==> src/verilog/ocd_pkg.sv <==
// Package of shared constants for the output clock distribution block.
package ocd_pkg;
    // ------------------------------------------------------------------
    // Sizes of the distribution
    // ------------------------------------------------------------------
    localparam int OCD_NUM_SRC = 6;
    localparam int OCD_NUM_DIV = 11;
    localparam int OCD_NUM_OUT = 16;
    localparam int OCD_NUM_CMOS = 4;
    localparam int OCD_NUM_GPIO = 2;
    localparam int OCD_CD_W = 12;
    localparam int OCD_SD_W = 20;
    localparam int OCD_DLY_W = 8;
    localparam int OCD_SR_TAPS = 8;
    localparam int OCD_SR_TAP_W = 3;
    // ------------------------------------------------------------------
    // Source indices of the six-way multiplexer
    // ------------------------------------------------------------------
    localparam logic [2:0] OCD_SRC_LOOP3 = 3'h0;
    localparam logic [2:0] OCD_SRC_LOOP2 = 3'h1;
    localparam logic [2:0] OCD_SRC_LOOP1_PRI = 3'h2;
    localparam logic [2:0] OCD_SRC_LOOP1_SEC = 3'h3;
    localparam logic [2:0] OCD_SRC_XO = 3'h4;
    localparam logic [2:0] OCD_SRC_REF = 3'h5;
    // ------------------------------------------------------------------
    // Request configuration register and its fields
    // ------------------------------------------------------------------
    localparam logic [7:0] OCD_SYSREF_REQUEST_CONFIG_OFS = 8'h1a;
    localparam int OCD_REQ_MODE_LSB = 4;
    localparam int OCD_REQ_SEL_LSB = 2;
    localparam logic [1:0] OCD_REQ_MODE_RESAMPLE = 2'h3;
    // ------------------------------------------------------------------
    // Single-ended driver modes
    // ------------------------------------------------------------------
    typedef enum logic [1:0] {
        OCD_CMOS_NORMAL = 2'h0,
        OCD_CMOS_INVERT = 2'h1,
        OCD_CMOS_HIZ = 2'h2,
        OCD_CMOS_LOW = 2'h3
    } ocd_cmos_mode_t;
    // ------------------------------------------------------------------
    // Zero-delay feedback tap selection
    // ------------------------------------------------------------------
    localparam logic [1:0] OCD_ZDF_NONE = 2'h0;
    localparam logic [1:0] OCD_ZDF_CH0 = 2'h1;
    localparam logic [1:0] OCD_ZDF_CH4 = 2'h2;
    localparam logic [1:0] OCD_ZDF_CH10 = 2'h3;
    // Divider indices used by the request sampler.
    localparam int OCD_DIV_CH0 = 0;
    localparam int OCD_DIV_CH1 = 1;
    localparam int OCD_DIV_CH45 = 4;
    localparam int OCD_DIV_CH1011 = 7;
endpackage

==> src/verilog/ocd_div_if.sv <==
// Interface joining the distribution top to one divider core.
`timescale 1ns/1ns
interface ocd_div_if #(parameter int W = 12);
    logic enable;
    logic hold;
    logic tick;
    logic src_lvl;
    logic [W-1:0] ratio;
    logic [7:0] delay;
    logic out;
    logic out_tick;
    modport core (input enable, input hold, input tick, input src_lvl, input ratio, input delay,
                  output out, output out_tick);
    modport ctrl (output enable, output hold, output tick, output src_lvl, output ratio, output delay,
                  input out, input out_tick);
endinterface

==> src/verilog/ocd_div_core.sv <==
// Integer divider core with static start delay, sync hold and bypass.
`timescale 1ns/1ns
module ocd_div_core
    import ocd_pkg::*;
#(
    parameter int W = 12
) (
    input wire logic ref_clk_in,
    input wire logic rst_n_in,
    ocd_div_if.core div
);
    logic [W-1:0] cnt_reg;
    logic [7:0] dly_reg;
    logic out_reg;
    logic out_tick_reg;
    logic bypass;
    logic [W-1:0] last_cnt;
    logic [W-1:0] high_cnt;

    // A ratio of zero is treated as one, so every code gives a legal divider.
    assign bypass = (div.ratio <= W'(1));
    assign last_cnt = div.ratio - W'(1);
    // One bit wider, so the top ratio does not wrap to a zero high phase.
    assign high_cnt = W'(({1'b0, div.ratio} + (W+1)'(1)) >> 1);

    // ------------------------------------------------------------------
    // Counter and output level
    // ------------------------------------------------------------------
    always_ff @(posedge ref_clk_in) begin
        if (!rst_n_in || !div.enable) begin
            cnt_reg <= '0;
            dly_reg <= 8'h00;
            out_reg <= 1'b0;
        end else if (bypass) begin
            out_reg <= div.src_lvl;
            cnt_reg <= '0;
            dly_reg <= div.delay;
        end else if (div.hold) begin
            cnt_reg <= '0;
            dly_reg <= div.delay;
            out_reg <= 1'b0;
        end else if (div.tick) begin
            if (dly_reg != 8'h00) begin
                dly_reg <= dly_reg - 8'h01;
            end else begin
                // One output period for every ratio source edges.
                out_reg <= (cnt_reg < high_cnt);
                cnt_reg <= (cnt_reg >= last_cnt) ? '0 : cnt_reg + W'(1);
            end
        end
    end

    // ------------------------------------------------------------------
    // Rising-edge strobe for a cascaded stage
    // ------------------------------------------------------------------
    always_ff @(posedge ref_clk_in) begin
        if (!rst_n_in || !div.enable) begin
            out_tick_reg <= 1'b0;
        end else if (bypass) begin
            out_tick_reg <= div.tick;
        end else begin
            out_tick_reg <= div.tick && !div.hold && (dly_reg == 8'h00) && (cnt_reg == '0);
        end
    end

    assign div.out = out_reg;
    assign div.out_tick = out_tick_reg;
endmodule // ocd_div_core

==> src/verilog/ocd_distribution.sv <==
// Output clock distribution: source muxes, dividers, delays, drivers and taps.
`timescale 1ns/1ns
module ocd_distribution
    import ocd_pkg::*;
#(
    parameter int CD_W = OCD_CD_W,
    parameter int SD_W = OCD_SD_W
) (
    input wire logic ref_clk_in,
    input wire logic rst_n_in,
    input wire logic [OCD_NUM_SRC-1:0] src_clk_in,
    input wire logic [2:0] ch0_sel_in,
    input wire logic [2:0] ch1_sel_in,
    input wire logic [1:0] ch23_sel_in,
    input wire logic bank47_sel_in,
    input wire logic bank813_sel_in,
    input wire logic ch1415_sel_in,
    input wire logic [OCD_NUM_DIV*CD_W-1:0] cd_ratio_in,
    input wire logic [OCD_NUM_DIV*OCD_DLY_W-1:0] cd_delay_in,
    input wire logic [OCD_NUM_DIV*SD_W-1:0] sd_ratio_in,
    input wire logic [OCD_NUM_DIV*OCD_DLY_W-1:0] sd_delay_in,
    input wire logic [OCD_NUM_DIV*OCD_SR_TAP_W-1:0] sd_dig_delay_in,
    input wire logic [OCD_NUM_DIV-1:0] sd_enable_in,
    input wire logic [OCD_NUM_DIV-1:0] sd_pulse_mode_in,
    input wire logic [OCD_NUM_DIV-1:0] div_sync_en_in,
    input wire logic [OCD_NUM_DIV-1:0] sd_sync_en_in,
    input wire logic [OCD_NUM_OUT-1:0] drv_en_in,
    input wire logic sync_pin_in,
    input wire logic sync_sw_in,
    input wire logic [OCD_NUM_DIV-1:0] replica_source_enable_in,
    input wire logic [OCD_NUM_GPIO-1:0] pin_output_enable_in,
    input wire logic [1:0] request_resample_mode_in,
    input wire logic [1:0] request_sample_source_in,
    input wire logic sysref_req_in,
    input wire logic [2*OCD_NUM_CMOS-1:0] cmos_mode_in,
    input wire logic [1:0] zero_delay_feedback_sel_in,
    output logic [OCD_NUM_OUT-1:0] clk_out,
    output logic [OCD_NUM_CMOS-1:0] cmos_out,
    output logic [OCD_NUM_CMOS-1:0] cmos_oe_out,
    output logic [OCD_NUM_GPIO-1:0] gpio_replica_out,
    output logic [OCD_NUM_GPIO-1:0] gpio_replica_oe_out,
    output logic zero_delay_feedback_out,
    output logic sysref_req_sampled_out,
    output logic [OCD_NUM_DIV-1:0] div_active_out
);
    // ------------------------------------------------------------------
    // Divider topology helpers
    // ------------------------------------------------------------------
    function automatic logic has_sd(input int idx);
        return !(idx == 2 || idx == 3);
    endfunction

    // Output pin to divider index.
    function automatic int out_div(input int c);
        if (c < 4) begin
            return c;
        end else if (c < 14) begin
            return 4 + (c - 4) / 2;
        end
        return c - 5;
    endfunction

    // Source picked for each divider by its bank mux.
    function automatic logic [2:0] div_src(input int idx);
        if (idx == 0) begin
            return ch0_sel_in;
        end else if (idx == 1) begin
            return ch1_sel_in;
        end else if (idx <= 3) begin
            return (ch23_sel_in > 2'h2) ? OCD_SRC_LOOP1_PRI : {1'b0, ch23_sel_in};
        end else if (idx <= 5) begin
            return bank47_sel_in ? OCD_SRC_LOOP2 : OCD_SRC_LOOP3;
        end else if (idx <= 8) begin
            return bank813_sel_in ? OCD_SRC_LOOP2 : OCD_SRC_LOOP3;
        end
        return ch1415_sel_in ? OCD_SRC_LOOP1_PRI : OCD_SRC_LOOP2;
    endfunction

    // Divider power follows its drivers.
    function automatic logic div_powered(input int idx);
        if (idx <= 1) begin
            return drv_en_in[idx];
        end else if (idx <= 3) begin
            return drv_en_in[2] | drv_en_in[3];
        end else if (idx <= 8) begin
            return drv_en_in[2*idx-4] | drv_en_in[2*idx-3];
        end
        return drv_en_in[14] | drv_en_in[15];
    endfunction

    // ------------------------------------------------------------------
    // Source edge detection
    // ------------------------------------------------------------------
    logic [OCD_NUM_SRC-1:0] src_lvl_reg;
    logic [OCD_NUM_SRC-1:0] src_prev_reg;
    logic [OCD_NUM_SRC-1:0] src_tick;
    logic sync_active;
    logic [OCD_NUM_DIV-1:0] cd_tick;
    logic [OCD_NUM_DIV-1:0] chan_lvl;
    logic [OCD_NUM_DIV-1:0] rep_lvl;
    logic req_s1_reg;
    logic req_s2_reg;
    logic req_gate_reg;

    always_ff @(posedge ref_clk_in) begin
        if (!rst_n_in) begin
            src_lvl_reg <= '0;
            src_prev_reg <= '0;
        end else begin
            src_lvl_reg <= src_clk_in;
            src_prev_reg <= src_lvl_reg;
        end
    end

    assign src_tick = src_lvl_reg & ~src_prev_reg;
    assign sync_active = sync_pin_in | sync_sw_in;

    // ------------------------------------------------------------------
    // Divider chains
    // ------------------------------------------------------------------
    for (genvar i = 0; i < OCD_NUM_DIV; i++) begin : g_div
        ocd_div_if #(.W(CD_W)) cd_if ();
        logic [2:0] sel;

        // The mux is re-read every cycle, so a new source is followed at once.
        // Procedural, so that the ports read inside the functions wake the logic.
        always_comb sel = div_src(i);
        always_comb cd_if.enable = div_powered(i);
        assign cd_if.hold = sync_active & div_sync_en_in[i];
        assign cd_if.tick = (sel < 3'(OCD_NUM_SRC)) ? src_tick[sel] : 1'b0;
        assign cd_if.src_lvl = (sel < 3'(OCD_NUM_SRC)) ? src_lvl_reg[sel] : 1'b0;
        assign cd_if.ratio = cd_ratio_in[i*CD_W +: CD_W];
        assign cd_if.delay = cd_delay_in[i*OCD_DLY_W +: OCD_DLY_W];
        assign cd_tick[i] = cd_if.out_tick;

        ocd_div_core #(.W(CD_W)) u_cd (
            .ref_clk_in(ref_clk_in),
            .rst_n_in(rst_n_in),
            .div(cd_if.core)
        );

        if (has_sd(i)) begin : g_sd
            ocd_div_if #(.W(SD_W)) sd_if ();
            logic [OCD_SR_TAPS-1:0] dig_sh_reg;
            logic sd_dly;

            // Cascade counts channel periods, so total ratio is the product.
            assign sd_if.enable = cd_if.enable & sd_enable_in[i];
            assign sd_if.hold = cd_if.hold & sd_sync_en_in[i];
            assign sd_if.tick = cd_if.out_tick;
            assign sd_if.src_lvl = cd_if.out;
            assign sd_if.ratio = sd_ratio_in[i*SD_W +: SD_W];
            assign sd_if.delay = sd_delay_in[i*OCD_DLY_W +: OCD_DLY_W];

            ocd_div_core #(.W(SD_W)) u_sd (
                .ref_clk_in(ref_clk_in),
                .rst_n_in(rst_n_in),
                .div(sd_if.core)
            );

            // Digital delay in channel periods, applied after the replica tap.
            always_ff @(posedge ref_clk_in) begin
                if (!rst_n_in || !sd_if.enable) begin
                    dig_sh_reg <= '0;
                end else if (cd_if.out_tick) begin
                    dig_sh_reg <= {dig_sh_reg[OCD_SR_TAPS-2:0], sd_if.out};
                end
            end

            assign sd_dly = (sd_dig_delay_in[i*OCD_SR_TAP_W +: OCD_SR_TAP_W] == '0) ? sd_if.out :
                dig_sh_reg[sd_dig_delay_in[i*OCD_SR_TAP_W +: OCD_SR_TAP_W] - OCD_SR_TAP_W'(1)];
            assign rep_lvl[i] = sd_if.enable & sd_if.out;
            assign chan_lvl[i] = !sd_enable_in[i] ? cd_if.out :
                (sd_pulse_mode_in[i] ? (sd_dly & req_gate_reg) : sd_dly);
        end else begin : g_no_sd
            assign rep_lvl[i] = 1'b0;
            assign chan_lvl[i] = cd_if.out;
        end
    end

    // ------------------------------------------------------------------
    // Request sampling
    // ------------------------------------------------------------------
    // Resample mode aligns the request to the chosen divider's edges; this
    // costs up to one divider period of latency but makes outputs coherent.
    logic req_src_tick;

    always_comb begin
        unique case (request_sample_source_in)
            2'h0: req_src_tick = cd_tick[OCD_DIV_CH0];
            2'h1: req_src_tick = cd_tick[OCD_DIV_CH1];
            2'h2: req_src_tick = cd_tick[OCD_DIV_CH45];
            2'h3: req_src_tick = cd_tick[OCD_DIV_CH1011];
        endcase
    end

    always_ff @(posedge ref_clk_in) begin
        if (!rst_n_in) begin
            req_s1_reg <= 1'b0;
            req_s2_reg <= 1'b0;
        end else begin
            req_s1_reg <= sysref_req_in;
            req_s2_reg <= req_s1_reg;
        end
    end

    always_ff @(posedge ref_clk_in) begin
        if (!rst_n_in) begin
            req_gate_reg <= 1'b0;
        end else if (request_resample_mode_in == OCD_REQ_MODE_RESAMPLE) begin
            if (req_src_tick) begin
                req_gate_reg <= req_s2_reg;
            end
        end else begin
            req_gate_reg <= req_s1_reg;
        end
    end

    always_ff @(posedge ref_clk_in) begin
        if (!rst_n_in) begin
            sysref_req_sampled_out <= 1'b0;
        end else begin
            sysref_req_sampled_out <= req_gate_reg;
        end
    end

    // ------------------------------------------------------------------
    // Output drivers
    // ------------------------------------------------------------------
    always_ff @(posedge ref_clk_in) begin
        if (!rst_n_in) begin
            clk_out <= '0;
        end else begin
            for (int c = 0; c < OCD_NUM_OUT; c++) begin
                clk_out[c] <= drv_en_in[c] & chan_lvl[out_div(c)];
            end
        end
    end

    always_ff @(posedge ref_clk_in) begin
        if (!rst_n_in) begin
            div_active_out <= '0;
        end else begin
            for (int d = 0; d < OCD_NUM_DIV; d++) begin
                div_active_out[d] <= div_powered(d);
            end
        end
    end

    // Single-ended pair drivers of channels zero and one.
    always_ff @(posedge ref_clk_in) begin
        if (!rst_n_in) begin
            cmos_out <= '0;
            cmos_oe_out <= '0;
        end else begin
            for (int k = 0; k < OCD_NUM_CMOS; k++) begin
                unique case (ocd_cmos_mode_t'(cmos_mode_in[2*k +: 2]))
                    OCD_CMOS_NORMAL: begin
                        cmos_out[k] <= drv_en_in[k/2] & chan_lvl[k/2];
                        cmos_oe_out[k] <= drv_en_in[k/2];
                    end
                    OCD_CMOS_INVERT: begin
                        cmos_out[k] <= drv_en_in[k/2] & ~chan_lvl[k/2];
                        cmos_oe_out[k] <= drv_en_in[k/2];
                    end
                    OCD_CMOS_HIZ: begin
                        cmos_out[k] <= 1'b0;
                        cmos_oe_out[k] <= 1'b0;
                    end
                    OCD_CMOS_LOW: begin
                        cmos_out[k] <= 1'b0;
                        cmos_oe_out[k] <= 1'b1;
                    end
                endcase
            end
        end
    end

    // ------------------------------------------------------------------
    // Replica pins and zero-delay feedback tap
    // ------------------------------------------------------------------
    // Sources are OR-ed; with more than one enabled the replica is corrupt,
    // which is why software must enable exactly one.
    always_ff @(posedge ref_clk_in) begin
        if (!rst_n_in) begin
            gpio_replica_out <= '0;
            gpio_replica_oe_out <= '0;
        end else begin
            for (int g = 0; g < OCD_NUM_GPIO; g++) begin
                gpio_replica_out[g] <= pin_output_enable_in[g] & |(rep_lvl & replica_source_enable_in);
                gpio_replica_oe_out[g] <= pin_output_enable_in[g];
            end
        end
    end

    always_ff @(posedge ref_clk_in) begin
        if (!rst_n_in) begin
            zero_delay_feedback_out <= 1'b0;
        end else begin
            unique case (zero_delay_feedback_sel_in)
                OCD_ZDF_NONE: zero_delay_feedback_out <= 1'b0;
                OCD_ZDF_CH0: zero_delay_feedback_out <= chan_lvl[out_div(0)];
                OCD_ZDF_CH4: zero_delay_feedback_out <= chan_lvl[out_div(4)];
                OCD_ZDF_CH10: zero_delay_feedback_out <= chan_lvl[out_div(10)];
            endcase
        end
    end
endmodule // ocd_distribution

==> config.mk <==
export PLATFORM = sky130hd
export DESIGN_NAME = ocd_distribution
export DESIGN_NICKNAME = d
export VERILOG_FILES = /design/src/verilog/ocd_pkg.sv /design/src/verilog/ocd_div_if.sv /design/src/verilog/ocd_div_core.sv /design/src/verilog/ocd_distribution.sv
export SDC_FILE = /design/constraint.sdc
export NUM_CORES = 2
export LEC_CHECK = 0
export BUFFER_PORTS_ARGS = -buffer_cell sky130_fd_sc_hd__buf_2
export CAP_MARGIN = 20
export CORE_UTILIZATION = 56
export CTS_BUF_LIST = sky130_fd_sc_hd__clkbuf_8
export DETAILED_ROUTE_END_ITERATION = 7
export PLACE_DENSITY = 0.77
export REMOVE_ABC_BUFFERS = 1
export SKIP_CTS_REPAIR_TIMING = 1
export SLEW_MARGIN = 0
export SYNTH_ARGS = -nofsm -noshare
export SYNTH_HDL_FRONTEND = slang
export SYNTH_HIERARCHICAL = 1
export SYNTH_SLANG_ARGS = --single-unit
export TNS_END_PERCENT = 10
==> constraint.sdc <==
create_clock -name ref_clk_in -period 4.88 [get_ports ref_clk_in]
set_input_delay 0.976 -clock ref_clk_in [delete_from_list [all_inputs] [get_ports ref_clk_in]]
set_output_delay 0.976 -clock ref_clk_in [all_outputs]
set_load 0.005 [all_outputs]
==> reports/results.ini <==
[run_status]
outcome=finished, final reports clean

[power]
p_per_area_nw_per_um2=214
pwr-share-seq_pct=40.2
vdd_drop_max_mv=0.226
leakage_nw=25.2
p_int_mw=9.37
clock_power_share_pct=42.6
combPwrFrac_pct=17.2
power_switching_mw=3.87
swShare_pct=29.2

[worst_setup_path]
worst-r2r-setup-slack_ns=1.38
crit_chain=buf_2 -> nor4_1 -> nand2_1 -> nor3_1 -> nand2_1 -> nor2_1 -> xnor2_1 -> ha_1 -> a21o_1 -> a21o_1 -> a221oi_1 -> a31o_2 -> nand3_1 -> buf_4 -> nor2_1
cpLargestDelayFamily=simple AND/OR/NAND/NOR gates
start_kind=primary input
cp_num_buf_inv=2
critPathSlowestCell=nor4_1
end_kind=flop
crit_type=in -> reg
cp_slowest_stage_delay_ns=0.52
cp_data_arrival_time_ns=4.34
cp_data_required_time_ns=5.56
path_max_fanout=20

[global_route]
grt_max_degree=72
grt_pass1_wl_mm=245
grt_overflow=0
antenna_found_initial=82
grt_pass1_vias=48200
grt_usage_pct=29.9

[clock_network]
clock-root-buffer=clkbuf_8
htree_num_levels=3
clock_latency_ns=0.78
cts.path.max_buffers=3
path_clk_slew_ns=0.06
clock_sinks=627
cts_buffers=114
cts_tree=yes

[job]
drv_cap=0

[finish]
layoutNonFillerInstCount=8674
layout_commonest_cell=nor2_1
nets=8655
syn2layout_area_growth_pct=11.8
design_area_um2=62000
drive_gt1_share_pct=15.7
largest_reg_flops=180
final_cell_mix=nor2_1, ha_1, buf_2

[floorplan]
rows=115
die_h_um=317
core_area_um2=98300
start_util_pct=56.4
die-area_um2=100000
die_w_um=317
boundaryPins=711

[timing]
fmax_mhz=274
finalSetupTns_ns=0
hold_viol=0
setup_viol=0
layout_setup_ws_ns=1.23
slew_headroom_pct=21.9
rsz0062_at_grt=no
slew_violations=0
skew_ns=0.0381
finalCritPeriodShare_pct=74.9
worstMarginPinSlew_ns=1.16
min_period_ns=3.65

[route]
drt-initial-drc-count=3625
drc_errors=0
num_vias=51400
firstDrtPassIters=8
avgRoutedWirePerCell_um=18.1
vias_per_cell=5.93
antenna_left=0
wl_mm=157

[placed_design]
placed_cells=8414
placed_area_um2=59200
gp_congestion=0.958
dpl.hpwl_mm=124
io_buffers=640
pre_cts_slack_ns=0.532

[synth]
yosys_warnings=6
avgSynthCellArea_um2=8.30
syn_inst=6679
syn_area_um2=55400

[min_path]
hp-class=in -> reg

-- power groups by stage --
stage,clock network (mW),registers (mW),logic (mW)
global route,6.01,5.33,2.50
global placement,0,5.42,2.17
floorplan,0,5.40,1.33
detailed placement,0,5.43,2.24
CTS,5.77,5.32,2.25
finish,5.64,5.32,2.27
-- worst reg2reg max path: cells and delay by family, from the launching register on --
kind	cells	cell delay, ns
buf+inv	1	0.23
simple gates	5	1.01
flops	1	0.47
mux	1	0.49
compound gates	2	1.14
-- path summary, 6_finish.rpt --
kind / from / cells past startpoint / endpoint
setup / recovery: sd_ratio_in[124] / 15 / g_div[6].g_sd.u_sd/cnt_reg[3]$_SDFFE_PP0P_
hold / removal: cmos_mode_in[3] / 2 / cmos_out[1]$_SDFF_PN0_
setup reg to reg: src_lvl_reg[0]$_SDFF_PN0_ / 9 / g_div[0].u_cd/cnt_reg[0]$_SDFFE_PP0P_
hold reg to reg: req_s1_reg$_SDFF_PN0_ / 1 / req_s2_reg$_SDFF_PN0_
-- through the flow --
stage	total power, mW	utilization, %	hold slack (ns)
6_report	13.2	63.0	0.382
2_1_floorplan	6.73	-	0.436
4_1_cts	13.3	62.9	0.300
5_1_grt	13.8	63.0	0.332
3_3_place_gp	7.59	60.3	0.451
3_5_place_dp	7.66	60.3	0.461
-- layout make-up --
type                       instances  area (µm²)
fill                            8476       36300
multi-input combinational       5616       40800
timing repair buffer             676        3490
sequential                       627       12600
antenna                           50         125
inverter                         208         781
clock inverter                    63         576
clock buffer                     147        2020
tap                             1287        1610
-- metal layers --
metal	GRT usage [%]	share of wire, %	vias to the layer above
li1	-	-	25400
met1	36.6	42	24100
met2	49.8	47	1483
met3	6.17	6.4	457
met4	14.9	4.8	56
met5	0	0.23	-
(Power assumes the default switching activity.)
